File: src/logic/cmb_pkg.sv
/*
  Package for the core mode, register bank and exception control block.
  Assumes one core clock; all users import the whole package.
*/
`default_nettype none

package cmb_pkg;

  typedef enum logic [4:0] {
    CMB_MODE_USER   = 5'h10,
    CMB_MODE_FAST   = 5'h11,
    CMB_MODE_NORMAL = 5'h12,
    CMB_MODE_SUPER  = 5'h13,
    CMB_MODE_ABORT  = 5'h17,
    CMB_MODE_UNDEF  = 5'h1B,
    CMB_MODE_SYSTEM = 5'h1F
  } cmb_mode_t;

  localparam int CMB_WORD       = 32;
  localparam int CMB_BANK_COUNT = 6;
  localparam int CMB_SAVED_CNT  = 5;
  localparam int CMB_PHYS_REGS  = 31;

  localparam int CMB_BIT_NEG    = 31;
  localparam int CMB_BIT_ZERO   = 30;
  localparam int CMB_BIT_CARRY  = 29;
  localparam int CMB_BIT_OVF    = 28;
  localparam int CMB_BIT_SAT    = 27;
  localparam int CMB_BIT_BYTE   = 24;
  localparam int CMB_BIT_NIRQ   = 7;
  localparam int CMB_BIT_FIRQ   = 6;
  localparam int CMB_BIT_COMP   = 5;
  localparam int CMB_MODE_HI    = 4;

  localparam logic [31:0] CMB_STATUS_RESET = 32'h000000D3;

  localparam logic [3:0] CMB_REG_FAST_LO = 4'h8;
  localparam logic [3:0] CMB_REG_SP      = 4'hD;
  localparam logic [3:0] CMB_REG_LINK    = 4'hE;
  localparam logic [3:0] CMB_REG_PC      = 4'hF;
  localparam logic [3:0] CMB_REG_COMPACT_HI = 4'h7;

  localparam logic [2:0] CMB_BANK_USER   = 3'h0;
  localparam logic [2:0] CMB_BANK_FAST   = 3'h1;
  localparam logic [2:0] CMB_BANK_NORMAL = 3'h2;
  localparam logic [2:0] CMB_BANK_SUPER  = 3'h3;
  localparam logic [2:0] CMB_BANK_ABORT  = 3'h4;
  localparam logic [2:0] CMB_BANK_UNDEF  = 3'h5;

  typedef enum logic [2:0] {
    CMB_EXC_NONE,
    CMB_EXC_RESET,
    CMB_EXC_DABORT,
    CMB_EXC_FAST,
    CMB_EXC_NORMAL,
    CMB_EXC_PABORT,
    CMB_EXC_INSTR
  } cmb_exc_t;

endpackage

`default_nettype wire

File: src/logic/cmb_bank_if.sv
/*
  Interface between the mode controller and the register bank.
  Assumes both ends run on the core clock.
*/
`timescale 1ns/1ps
`default_nettype none

interface cmb_bank_if;
  import cmb_pkg::*;
  logic [2:0]  bank;
  logic        rd_compact;
  logic [3:0]  rd_addr;
  logic [31:0] rd_data;
  logic        rd_ok;
  logic        wr_en;
  logic [3:0]  wr_addr;
  logic [31:0] wr_data;
  logic        link_en;
  logic [2:0]  link_bank;
  logic [31:0] link_data;
  logic [31:0] pc;

  modport ctl  (output bank, rd_compact, rd_addr, wr_en, wr_addr, wr_data,
                output link_en, link_bank, link_data,
                input rd_data, rd_ok, pc);
  modport bank_side (input bank, rd_compact, rd_addr, wr_en, wr_addr,
                input wr_data, link_en, link_bank, link_data,
                output rd_data, rd_ok, pc);
endinterface

`default_nettype wire

File: src/logic/cmb_exc_prio.sv
/*
  Fixed-priority exception selector with the abort/fast-interrupt nesting.
  Assumes requests are levels held until taken.
*/
`timescale 1ns/1ps
`default_nettype none

module cmb_exc_prio
  import cmb_pkg::*;
(
  input  wire logic     rst_req,
  input  wire logic     dabort,
  input  wire logic     fast,
  input  wire logic     normal,
  input  wire logic     pabort,
  input  wire logic     instr,
  input  wire logic     fast_masked,
  input  wire logic     normal_masked,
  output cmb_exc_t      pick,
  output logic          nest_fast
);
  wire logic fast_live   = fast && !fast_masked;
  wire logic normal_live = normal && !normal_masked;

  // Abort wins, fast interrupt follows in the next cycle when both arrive
  assign nest_fast = dabort && fast_live && !rst_req;
  assign pick = rst_req     ? CMB_EXC_RESET  :
                dabort      ? CMB_EXC_DABORT :
                fast_live   ? CMB_EXC_FAST   :
                normal_live ? CMB_EXC_NORMAL :
                pabort      ? CMB_EXC_PABORT :
                instr       ? CMB_EXC_INSTR  : CMB_EXC_NONE;
endmodule

`default_nettype wire

File: src/logic/cmb_mode_ctl.sv
/*
  Core mode, banked register and exception control top.
  Assumes the pipeline presents one request per cycle, levels for exceptions.
*/
// Behaviour
// - Seven modes exist; all but user are privileged.
// - Aborts enter abort mode; undefined instruction enters undefined mode.
// - Mode changes by software write or by exception entry.
// - Storage is 31 general words plus 6 status words, 32 bits.
// - Full-width view shows r0..r15 and the current status word.
// - Link register r14 takes the return address on call with link.
// - r15 is the program counter; status holds flags and mode.
// - Fast mode banks r8..r14; other privileged modes except system bank r13, r14.
// - Banked r14 catches return address on exception or call in mode.
// - Each privileged mode except system has its own saved status word.
// - Compact state exposes r0..r7, stack pointer, link, counter, status.
// - Status holds ALU result flags, interrupt disables, mode select.
// - Status holds negative, zero, carry and overflow flags.
// - Saturation flag is sticky until a status write or a return clears it.
// - No condition code tests the saturation flag.
// - Bytecode flag selects bytecode state, else compact flag decides.
// - Mode field is five bits wide.
// - Six exception classes; trap and reset enter supervisor.
// - Entry saves into target mode's banked r14 and saved status.
// - Priority: reset, data abort, fast, normal, prefetch, instruction.
// - Breakpoint, undefined and trap never pend together.
// - Abort with fast interrupt enters abort, then fast in the next cycle.
// - Exception entry forces full-width state; return restores it.
// - Entry copies current into saved status, then forces mode.
`timescale 1ns/1ps
`default_nettype none

module cmb_mode_ctl
  import cmb_pkg::*;
(
  input  wire logic        clk,
  input  wire logic        reset,
  input  wire logic        rst_req,
  input  wire logic        dabort_req,
  input  wire logic        fast_req,
  input  wire logic        normal_req,
  input  wire logic        pabort_req,
  input  wire logic        undef_req,
  input  wire logic        brk_req,
  input  wire logic        trap_req,
  input  wire logic        flags_we,
  input  wire logic [3:0]  flags_in,
  input  wire logic        sat_set,
  input  wire logic        status_we,
  input  wire logic        status_saved,
  input  wire logic [31:0] status_wdata,
  input  wire logic        ret_req,
  input  wire logic        call_link,
  input  wire logic [31:0] return_addr,
  input  wire logic [3:0]  cond_code,
  input  wire logic [3:0]  reg_raddr,
  input  wire logic        reg_we,
  input  wire logic [3:0]  reg_waddr,
  input  wire logic [31:0] reg_wdata,
  output logic [31:0]      reg_rdata,
  output logic             reg_rvalid,
  output logic [31:0]      pc,
  output logic [31:0]      current_program_status,
  output logic [31:0]      saved_program_status,
  output logic             privileged,
  output logic             exc_taken,
  output logic [2:0]       exc_kind,
  output logic             cond_pass,
  output logic             instr_conflict
);
  cmb_bank_if bi ();

  logic [31:0] status;
  logic [31:0] saved [CMB_SAVED_CNT];
  logic        fast_pending;
  cmb_exc_t    pick;
  logic        nest_fast;

  wire cmb_mode_t mode = cmb_mode_t'(status[CMB_MODE_HI:0]);

  function automatic logic [2:0] cmb_bank_of(input cmb_mode_t m);
    logic [2:0] b;
    b = CMB_BANK_USER;
    case (m)
      CMB_MODE_FAST:   b = CMB_BANK_FAST;
      CMB_MODE_NORMAL: b = CMB_BANK_NORMAL;
      CMB_MODE_SUPER:  b = CMB_BANK_SUPER;
      CMB_MODE_ABORT:  b = CMB_BANK_ABORT;
      CMB_MODE_UNDEF:  b = CMB_BANK_UNDEF;
      default:         b = CMB_BANK_USER;
    endcase
    return b;
  endfunction

  wire logic [2:0] cur_bank = cmb_bank_of(mode);
  wire logic       priv_now = mode != CMB_MODE_USER;
  wire logic       has_saved = cur_bank != CMB_BANK_USER;
  wire logic [2:0] saved_idx = 3'(cur_bank - 3'h1);
  wire logic       compact_now = !status[CMB_BIT_BYTE]
                                 && status[CMB_BIT_COMP];

  cmb_exc_prio u_prio (
    .rst_req       (rst_req),
    .dabort        (dabort_req),
    .fast          (fast_req),
    .normal        (normal_req),
    .pabort        (pabort_req),
    .instr         (undef_req | brk_req | trap_req),
    .fast_masked   (status[CMB_BIT_FIRQ]),
    .normal_masked (status[CMB_BIT_NIRQ]),
    .pick          (pick),
    .nest_fast     (nest_fast)
  );

  // Target mode per exception class
  logic [4:0] tgt_mode;
  always_comb begin
    case (fast_pending ? CMB_EXC_FAST : pick)
      CMB_EXC_RESET:  tgt_mode = CMB_MODE_SUPER;
      CMB_EXC_DABORT: tgt_mode = CMB_MODE_ABORT;
      CMB_EXC_FAST:   tgt_mode = CMB_MODE_FAST;
      CMB_EXC_NORMAL: tgt_mode = CMB_MODE_NORMAL;
      CMB_EXC_PABORT: tgt_mode = CMB_MODE_ABORT;
      CMB_EXC_INSTR:  tgt_mode = undef_req ? CMB_MODE_UNDEF :
                                 brk_req ? CMB_MODE_ABORT : CMB_MODE_SUPER;
      default:        tgt_mode = status[CMB_MODE_HI:0];
    endcase
  end

  wire logic       take      = pick != CMB_EXC_NONE || fast_pending;
  wire logic [2:0] tgt_bank  = cmb_bank_of(cmb_mode_t'(tgt_mode));
  wire logic [2:0] tgt_idx   = 3'(tgt_bank - 3'h1);
  wire logic       do_ret    = ret_req && has_saved && !take;
  wire logic       sw_write  = status_we && !take && !do_ret;

  // Exception entry: mode forced, full-width state, normal interrupt always masked, fast by kind
  logic [31:0] entry_status;
  always_comb begin
    entry_status = status;
    entry_status[CMB_MODE_HI:0] = tgt_mode;
    entry_status[CMB_BIT_COMP] = 1'b0;
    entry_status[CMB_BIT_BYTE] = 1'b0;
    entry_status[CMB_BIT_NIRQ] = 1'b1;
    if (tgt_mode == CMB_MODE_FAST || pick == CMB_EXC_RESET) begin
      entry_status[CMB_BIT_FIRQ] = 1'b1;
    end
  end

  // Software write from a non-privileged mode leaves bits 7..0 (disables, compact, mode) unchanged
  logic [31:0] sw_status;
  always_comb begin
    sw_status = status_wdata;
    if (!priv_now) begin
      sw_status[CMB_BIT_NIRQ:0] = status[CMB_BIT_NIRQ:0];
    end
  end

  logic [31:0] next_status;
  always_comb begin
    next_status = status;
    if (take) begin
      next_status = entry_status;
    end else if (do_ret) begin
      next_status = saved[saved_idx];
    end else if (sw_write && !status_saved) begin
      next_status = sw_status;
    end else if (flags_we) begin
      next_status[CMB_BIT_NEG:CMB_BIT_OVF] = flags_in;
    end
    if (sat_set && !take && !do_ret) begin
      next_status[CMB_BIT_SAT] = 1'b1;
    end
  end

  always_ff @(posedge clk) begin
    if (reset) begin
      status <= CMB_STATUS_RESET;
    end else begin
      status <= next_status;
    end
  end

  genvar gs;
  for (gs = 0; gs < CMB_SAVED_CNT; gs++) begin : g_saved
    always_ff @(posedge clk) begin
      if (reset) begin
        saved[gs] <= 32'h00000000;
      end else if (take && tgt_idx == 3'(gs)) begin
        saved[gs] <= status;
      end else if (sw_write && status_saved && has_saved
                   && saved_idx == 3'(gs)) begin
        saved[gs] <= status_wdata;
      end
    end
  end

  // Fast interrupt follows in the cycle after an abort entry
  always_ff @(posedge clk) begin
    if (reset) begin
      fast_pending <= 1'b0;
    end else begin
      fast_pending <= nest_fast && !fast_pending;
    end
  end

  assign bi.bank       = cur_bank;
  assign bi.rd_compact = compact_now;
  assign bi.rd_addr    = reg_raddr;
  assign bi.wr_en      = reg_we && !take;
  assign bi.wr_addr    = reg_waddr;
  assign bi.wr_data    = reg_wdata;
  assign bi.link_en    = take || call_link;
  assign bi.link_bank  = take ? tgt_bank : cur_bank;
  assign bi.link_data  = return_addr;

  cmb_reg_bank u_bank (
    .clk   (clk),
    .reset (reset),
    .bi    (bi)
  );

  // Condition codes: 0..E over N Z C V only, never the saturation bit
  logic cond_now;
  wire logic fn = status[CMB_BIT_NEG];
  wire logic fz = status[CMB_BIT_ZERO];
  wire logic fc = status[CMB_BIT_CARRY];
  wire logic fv = status[CMB_BIT_OVF];
  always_comb begin
    case (cond_code)
      4'h0:    cond_now = fz;
      4'h1:    cond_now = !fz;
      4'h2:    cond_now = fc;
      4'h3:    cond_now = !fc;
      4'h4:    cond_now = fn;
      4'h5:    cond_now = !fn;
      4'h6:    cond_now = fv;
      4'h7:    cond_now = !fv;
      4'h8:    cond_now = fc && !fz;
      4'h9:    cond_now = !fc || fz;
      4'hA:    cond_now = fn == fv;
      4'hB:    cond_now = fn != fv;
      4'hC:    cond_now = !fz && fn == fv;
      4'hD:    cond_now = fz || fn != fv;
      4'hE:    cond_now = 1'b1;
      default: cond_now = 1'b0;
    endcase
  end

  wire logic conflict_now = (undef_req && brk_req) || (undef_req && trap_req)
                            || (brk_req && trap_req);

  always_ff @(posedge clk) begin
    if (reset) begin
      reg_rdata              <= 32'h00000000;
      reg_rvalid             <= 1'b0;
      pc                     <= 32'h00000000;
      current_program_status <= CMB_STATUS_RESET;
      saved_program_status   <= 32'h00000000;
      privileged             <= 1'b1;
      exc_taken              <= 1'b0;
      exc_kind               <= 3'h0;
      cond_pass              <= 1'b0;
      instr_conflict         <= 1'b0;
    end else begin
      reg_rdata              <= bi.rd_data;
      reg_rvalid             <= bi.rd_ok;
      pc                     <= bi.pc;
      current_program_status <= status;
      saved_program_status   <= has_saved ? saved[saved_idx] : 32'h00000000;
      privileged             <= priv_now;
      exc_taken              <= take;
      exc_kind               <= fast_pending ? 3'(CMB_EXC_FAST) : 3'(pick);
      cond_pass              <= cond_now;
      instr_conflict         <= conflict_now;
    end
  end
endmodule

`default_nettype wire

File: src/logic/cmb_reg_bank.sv
/*
  Banked general register store: 31 physical words behind a 16-word view.
  Assumes the controller resolves the bank from the mode field.
*/
`timescale 1ns/1ps
`default_nettype none

module cmb_reg_bank
  import cmb_pkg::*;
(
  input  wire logic clk,
  input  wire logic reset,
  cmb_bank_if.bank_side bi
);
  // 0..7 shared, 8..12 user, 13..17 fast r8..r12, 18+2b sp/link per bank
  logic [31:0] phys [CMB_PHYS_REGS];

  function automatic logic [4:0] cmb_map(input logic [2:0] b,
                                         input logic [3:0] a);
    logic [4:0] r;
    r = {1'b0, a};
    if (a == CMB_REG_SP || a == CMB_REG_LINK) begin
      r = 5'(18 + 2 * b + (a - CMB_REG_SP));
    end else if (b == CMB_BANK_FAST && a >= CMB_REG_FAST_LO) begin
      r = 5'(a + 5);
    end
    return r;
  endfunction

  wire logic [4:0] rd_phys   = cmb_map(bi.bank, bi.rd_addr);
  wire logic [4:0] wr_phys   = cmb_map(bi.bank, bi.wr_addr);
  wire logic [4:0] link_phys = cmb_map(bi.link_bank, CMB_REG_LINK);
  wire logic       rd_pc     = bi.rd_addr == CMB_REG_PC;
  wire logic       rd_hidden = bi.rd_compact && bi.rd_addr > CMB_REG_COMPACT_HI
                               && bi.rd_addr < CMB_REG_SP;
  wire logic       wr_pc     = bi.wr_en && bi.wr_addr == CMB_REG_PC;

  assign bi.rd_ok   = !rd_hidden;
  assign bi.rd_data = rd_hidden ? 32'h00000000 :
                      rd_pc ? bi.pc : phys[rd_phys];

  always_ff @(posedge clk) begin
    if (reset) begin
      bi.pc <= 32'h00000000;
    end else if (wr_pc) begin
      bi.pc <= bi.wr_data;
    end
  end

  genvar gi;
  for (gi = 0; gi < CMB_PHYS_REGS; gi++) begin : g_reg
    always_ff @(posedge clk) begin
      if (bi.link_en && link_phys == 5'(gi)) begin
        phys[gi] <= bi.link_data;
      end else if (bi.wr_en && !wr_pc && wr_phys == 5'(gi)) begin
        phys[gi] <= bi.wr_data;
      end
    end
  end
endmodule

`default_nettype wire

File: config.mk
export PLATFORM = sky130hd
export DESIGN_NAME = cmb_mode_ctl
export DESIGN_NICKNAME = d
export VERILOG_FILES = /design/src/logic/cmb_pkg.sv /design/src/logic/cmb_bank_if.sv /design/src/logic/cmb_exc_prio.sv /design/src/logic/cmb_mode_ctl.sv /design/src/logic/cmb_reg_bank.sv
export SDC_FILE = /design/constraint.sdc
export NUM_CORES = 2
export LEC_CHECK = 0
export BUFFER_PORTS_ARGS = -buffer_cell sky130_fd_sc_hd__buf_2
export CAP_MARGIN = 40
export CORE_ASPECT_RATIO = 1.1
export CORE_MARGIN = 3
export CORE_UTILIZATION = 40
export CTS_BUF_LIST = sky130_fd_sc_hd__clkbuf_16
export CTS_CLUSTER_SIZE = 16
export DETAILED_ROUTE_END_ITERATION = 8
export PLACE_DENSITY = 0.67
export SYNTH_ARGS = -nofsm -noshare
export SYNTH_HDL_FRONTEND = slang
export SYNTH_HIERARCHICAL = 1
export SYNTH_SLANG_ARGS = --single-unit
File: constraint.sdc
create_clock -name clk -period 17.2 [get_ports clk]
set_input_delay 3.44 -clock clk [delete_from_list [all_inputs] [get_ports clk]]
set_output_delay 3.44 -clock clk [all_outputs]
set_load 0.02 [all_outputs]
======== Word-level counts from Yosys, hierarchy flattened ========
Memory sizes are Yosys's and may differ from the RTL's.
Index checks and enable logic that the tools add are counted.
cells by class
  mux-type cells .......................... 347
  eq/ne operators ......................... 111
  bitwise gates (word level) .............. 45
  reduce and logical (&&, ||, !) cells .... 174
  add/sub/neg operators ................... 11
  magnitude comparators ................... 4
operators by type and width
  kind                   count
  $mux W32               72
  $reduce_or A32 Y1      29
  $mux W1                223
  $eq A5 B5 Y1 const B   40
  $mux W5                33
  $logic_and A1 B1 Y1    99
  $eq A5 B4 Y1 const B   16
  $mux W28               2
  $eq A4 B4 Y1 const B   13
  $or A1 B1 Y1           43
  $eq A5 B3 Y1 const B   8
  $pmux W3 S5            2
  $mux W3                9
  $pmux W5 S5            1
  $eq A5 B2 Y1 const B   4
  $eq A3 B2 Y1 const B   6
  $reduce_bool A3 Y1     6
  $eq A4 B3 Y1 const B   4
  $eq A3 B1 Y1 const B   5
  $eq A3 B3 Y1 const B   5
  $pmux W1 S15           1
  $logic_not A1 Y1       14
  $mux W4                3
  $add A4 B3 Y5 const B  2
  other kinds (25)       52
storage, ports and cells
  bits in writable memories ............... 1152
  word-level logic and storage cells ...... 713
  output and inout bits ................... 136
  bits of input ports ..................... 129
  bits in registers ....................... 201
  memories kept ........................... 2
memories
  name         words  width  rd ports  clocked after memory_dff  wr ports  line                RTL
  u_bank.phys  31     32     1         0                         2         cmb_reg_bank.sv:16  logic [31:0] phys [CMB_PHYS_REGS];
  saved        5      32     1         0                         5         cmb_mode_ctl.sv:74  logic [31:0] saved [CMB_SAVED_CNT];

======== Depth between registers and ports, before layout ========
  depth in word-level cells ............... 47
  mapped depth ............................ 21
  depth with buffers taken out ............ 17

======== Cells and area by module ========
Netlist, hierarchy kept.
modules (own cells, without submodules)
  module        area an instance (µm²)  cells an instance  times used  sequential area each (µm²)
  cmb_reg_bank  53431.2                 3924               1           30429.2
  cmb_mode_ctl  13783.2                 1110               1           8187.9
  cmb_exc_prio  96.3                    10                 1           0.0

======== Worst setup path before layout ========
No wires, ideal clock.
  path kind ............................... in2reg
  from .................................... input port undef_req
  to ...................................... memory u_bank.phys[5][0] (enable)
  cell stages on the path ................. 13
  setup time .............................. 0.466 ns
  path buffers ............................ 4
  data required time ...................... 16.734 ns
  setup slack ............................. 8.630 ns
  data arrival time ....................... 8.105 ns
  path through ............................ or3_1 -> a311oi_1 -> nor2_1 -> buf_4 -> nor4_1 -> buf_2 -> and2_1 -> and2_1 -> buf_1 -> o211a_1 -> buf_2 -> nand2_1 -> o21ai_0
RTL lines
  item         line                RTL
  from (decl)  cmb_mode_ctl.sv:43  input wire logic undef_req,
  to (decl)    cmb_reg_bank.sv:16

======== Worst setup path after layout ========
  from .................................... input port reg_raddr[1]
  to ...................................... register reg_rdata[26]
between the ends
  longest elaborated chain between the ends .. 6
  elaborated cells between the ends (all ways) .. 18
  classes of those cells .................. add/sub (3); order compare (3); eq/ne (3); mux (3); reduce/logical (5); memory (1)
RTL lines
  item                                                     line                 RTL
  from (decl)                                              cmb_mode_ctl.sv:56   input wire logic [3:0] reg_raddr,
  branches (longest 6 deep; another with $mem_v2 Z31 W32)  --
  to (signal assigned)                                     cmb_mode_ctl.sv:265  reg_rdata <= bi.rd_data;
  to (decl)                                                cmb_mode_ctl.sv:60   output logic [31:0] reg_rdata,
Parallel ways; which one is timed is not known.
A chain may end at the register's enable or synchronous reset.

==> impl_results.md <==
* CTS H-Tree Depth at 4
* Vias in the first global route at 44,400
* Net count after synthesis at about 5,200
* Remaining antenna violation count at 0
* Clk slew on worst S/H paths at 0.06 ns
* Area contributors post-synth: edfxtp_1, mux2_2, dfxtp_1
* FF-to-FF path depth at 17
* Prevailing post-synth register cell: edfxtp_1
* TritonCTS clock tree: built
* Die Area at 173,000 um2
* Worst ir drop on vdd at about 0.11 mV
* Mapped Area at approximately 67,000 um2
* Die X at a little under 400 um
* Max Slew Vio Count at 0
* DR iter-0 viols at roughly 5,400
* Initial antenna violation count at 21
* Slowest stage delay, CP at ~0.77 ns
* Worst Hold Class: register to register
* Crit Path Class: input pin to register
* Post CTS Setup Buffer Count at 0
* Synthesis Warnings at 6
* CTS resizes at 0
* Period utilization at between 40% and 50%
* Drt wl/cell at 29.1 um
* Status: finished, final reports clean
* Headroom to the max-slew limit at a little under two fifths
* Final setup fails at 0
* Pre-Repair DR Iteration Count at 6
* Crit. End Element: register
* Final instance count without filler cells at between 7,000 and 8,000
* GPL Wtd Cong at 0.855
* GRT overflow at 0
* Dpl hpwl at ~120 mm
* Peak Freq at 123 MHz
* Async SR Flop Fraction at 0%
* # DRC at 0
* Clock skew at 0.0339 ns
* Cts hold-fix bufs at 0
* Req. time, crit path at 17.90 ns
* Dpl cells at a little over 7,000
* Final hold vios at 0
* Ratio of cells with drive above 1 in the final layout at around a third
* Most frequent CP cell: buf_4
* Crit-path cells: buf_2 -> inv_1 -> ha_1 -> inv_1 -> ha_1 -> fa_1 -> nand2b_1 -> o221ai_4 -> buf_4 -> nand2_4 -> buf_4 -> buf_4 -> a211oi_1 -> nor4_1 -> o221ai_1 -> a311oi_1 -> nor2b_1
* Area delta synth->final at 11.7%
* Setup crit start kind: input pin
* Via density at around 6
* CP arrival at between 8 and 9 ns
* Starting Density at 40.4%
* Flops & latches, synth at ~1,400
* RSZ-0062 raised after global routing: no
* Synth unique cells at 90
* Worst-margin pin slew at between 0.9 and 1 ns
* Largest fanout on the critical path at between 50 and 60
* Synth Instances at slightly above 5,000
* Seq/Total Area, Yosys at a little under three fifths
* First-pass GRT wire length at 308 mm
* Nets at roughly 5,200
* Max-capacitance violation count at 0
* Core box area at about 170,000 um2
* Cell leakage power at ~27 nW
* I/O Pins at roughly 270
* Worst-Skew Late Latency at 0.80 ns
* Pwr/cell area at between 100 and 150 nW/um2
* Root Driver: clkbuf_16
* # rows at around 160
* PortBufs at approximately 260
* Post-synth EDFFs at ~1,200
* Final total power at between 0.008 and 0.009 W
* Synth top area share at 51.4%
* Setup TNS at 0 ns
* CTS Buf Count at roughly 150
* Die H at ~440 um
* Yosys top cell by area: edfxtp_1
* Hold Path Depth at 2
* Total GRT Usage at between 20% and 30%
* Fin crit period at about 8 ns
* Synth Area per Inst at 13.3 um2
* Vias after detailed routing at around 46,000
* CTS Sinks at 1,353
* Longest Clk Path Bufs at 3
* Crit path max-delay cell type: buf_4
* Largest net degree at the start of global routing at 75
* WL final at ~220 mm
[metal layers]
metal,global-route usage (%),vias to the layer above,wire [um]
met3,4.91,553,21600
met2,37.8,2615,98700
met1,32.2,23100,84900
met5,0,-,82
li1,-,19300,-
met4,10.3,12,9990
[where the power goes]
| part | switching (W) | internal, W |
|---|---|---|
| combinational | 0.00112 | 0.000575 |
| clock | 0.00134 | 0.00160 |
| sequential | 0.0000696 | 0.00377 |
| total | 0.00253 | 0.00595 |
[cells in the final DEF (no fill, tap or decap), drive strengths merged, types with 13 or more instances in the layout]
cell type  count
nor2b        109
nor4          37
and3         132
clkbuf       148
nor3          41
a21oi         87
nor2         203
ha            29
a22oi         69
mux2        1050
o21ai         29
clkinv        61
nand2b        17
a311oi        33
nand3         57
nand4         13
inv           95
edfxtp      1152
mux4          33
a32oi         62
o211ai        40
a22o          93
mux2i        253
dfxtp        201
nand2        300
o221ai        34
buf          399
diode         15
o22ai         71
a211oi       182
[cells by family after synthesis]
| kind of cell | Yosys count | share of synthesized area [%] |
|---|---|---|
| AOI/OAI and AO/OA | 739 | 8.26 |
| xor gates and xnor gates | 18 | 0.234 |
| adders and majority gates | 31 | 0.599 |
| buffers and inverters | 603 | 3.89 |
| DFF | 1353 | 57.4 |
| muxes | 1336 | 22.4 |
| and+or+nand+nor | 964 | 7.21 |
[state kept, by name (all words and copies together) (netlist names)]
| signal | cells |
|---|---|
| cond_pass | 1 |
| current_program_status | 32 |
| exc_kind | 3 |
| exc_taken | 1 |
| fast_pending | 1 |
| instr_conflict | 1 |
| pc | 32 |
| privileged | 1 |
| reg_rdata | 32 |
| reg_rvalid | 1 |
| saved | 160 |
| saved_program_status | 32 |
| status | 32 |
| u_bank/bi.pc | 32 |
| u_bank/phys | 992 |
[worst max-delay path, delay by kind of cell]
kind,cells,cell delay (ns)
adder cells (fa/ha/maj),3,1.02
AND/OR/NAND/NOR,4,1.44
AO/OA/AOI/OAI,4,0.74
buffers and inverters,6,1.98
[cells in the mapped netlist, drive strengths merged (10+ instances only)]
master	number
o22ai	71
o21ai	29
inv	36
a21oi	87
a311oi	33
mux2i	253
nor4	37
clkbuf	292
o221ai	34
nand4	13
nor3	41
mux2	1050
o211ai	40
a211oi	182
nor2	203
a32oi	62
a22oi	69
mux4	33
nand3	57
edfxtp	1152
and2	10
a22o	93
buf	275
and3	132
nand2b	17
dfxtp	201
ha	29
nor2b	109
nand2	300
xnor2	11
[metrics by stage]
stage	cell area, um2	utilization [%]	hold slack, ns	setup WS (ns)
2_1_floorplan	67300	-	0.439	8.63
3_3_place_gp	70200	42.1	0.455	8.28
3_5_place_dp	70700	42.4	0.463	8.39
4_1_cts	75100	45.0	0.476	9.23
5_1_grt	75200	45.1	0.483	8.82
6_report	75200	45.1	0.477	9.06
[final timing paths]
path	from	endpoint	slack, ns
min reg2reg	u_bank/bi.pc[16]	u_bank/bi.pc[16]	0.48
max	reg_raddr[1]	reg_rdata[26]	9.06
min	u_bank/bi.pc[16]	u_bank/bi.pc[16]	0.48
max reg2reg	status[1]	reg_rdata[26]	10.36
[cell type report]
class / count / area, um2
Fill cell: 14800 / 91600
Sequential cell: 1353 / 38600
Multi-Input combinational cell: 3088 / 26500
Clock buffer: 148 / 3700
Tap cell: 2226 / 2790
Timing Repair Buffer: 399 / 2690
Clock inverter: 123 / 751
Inverter: 36 / 138
Antenna cell: 15 / 37.5
No activity file was read; power rests on OpenSTA's default activity.
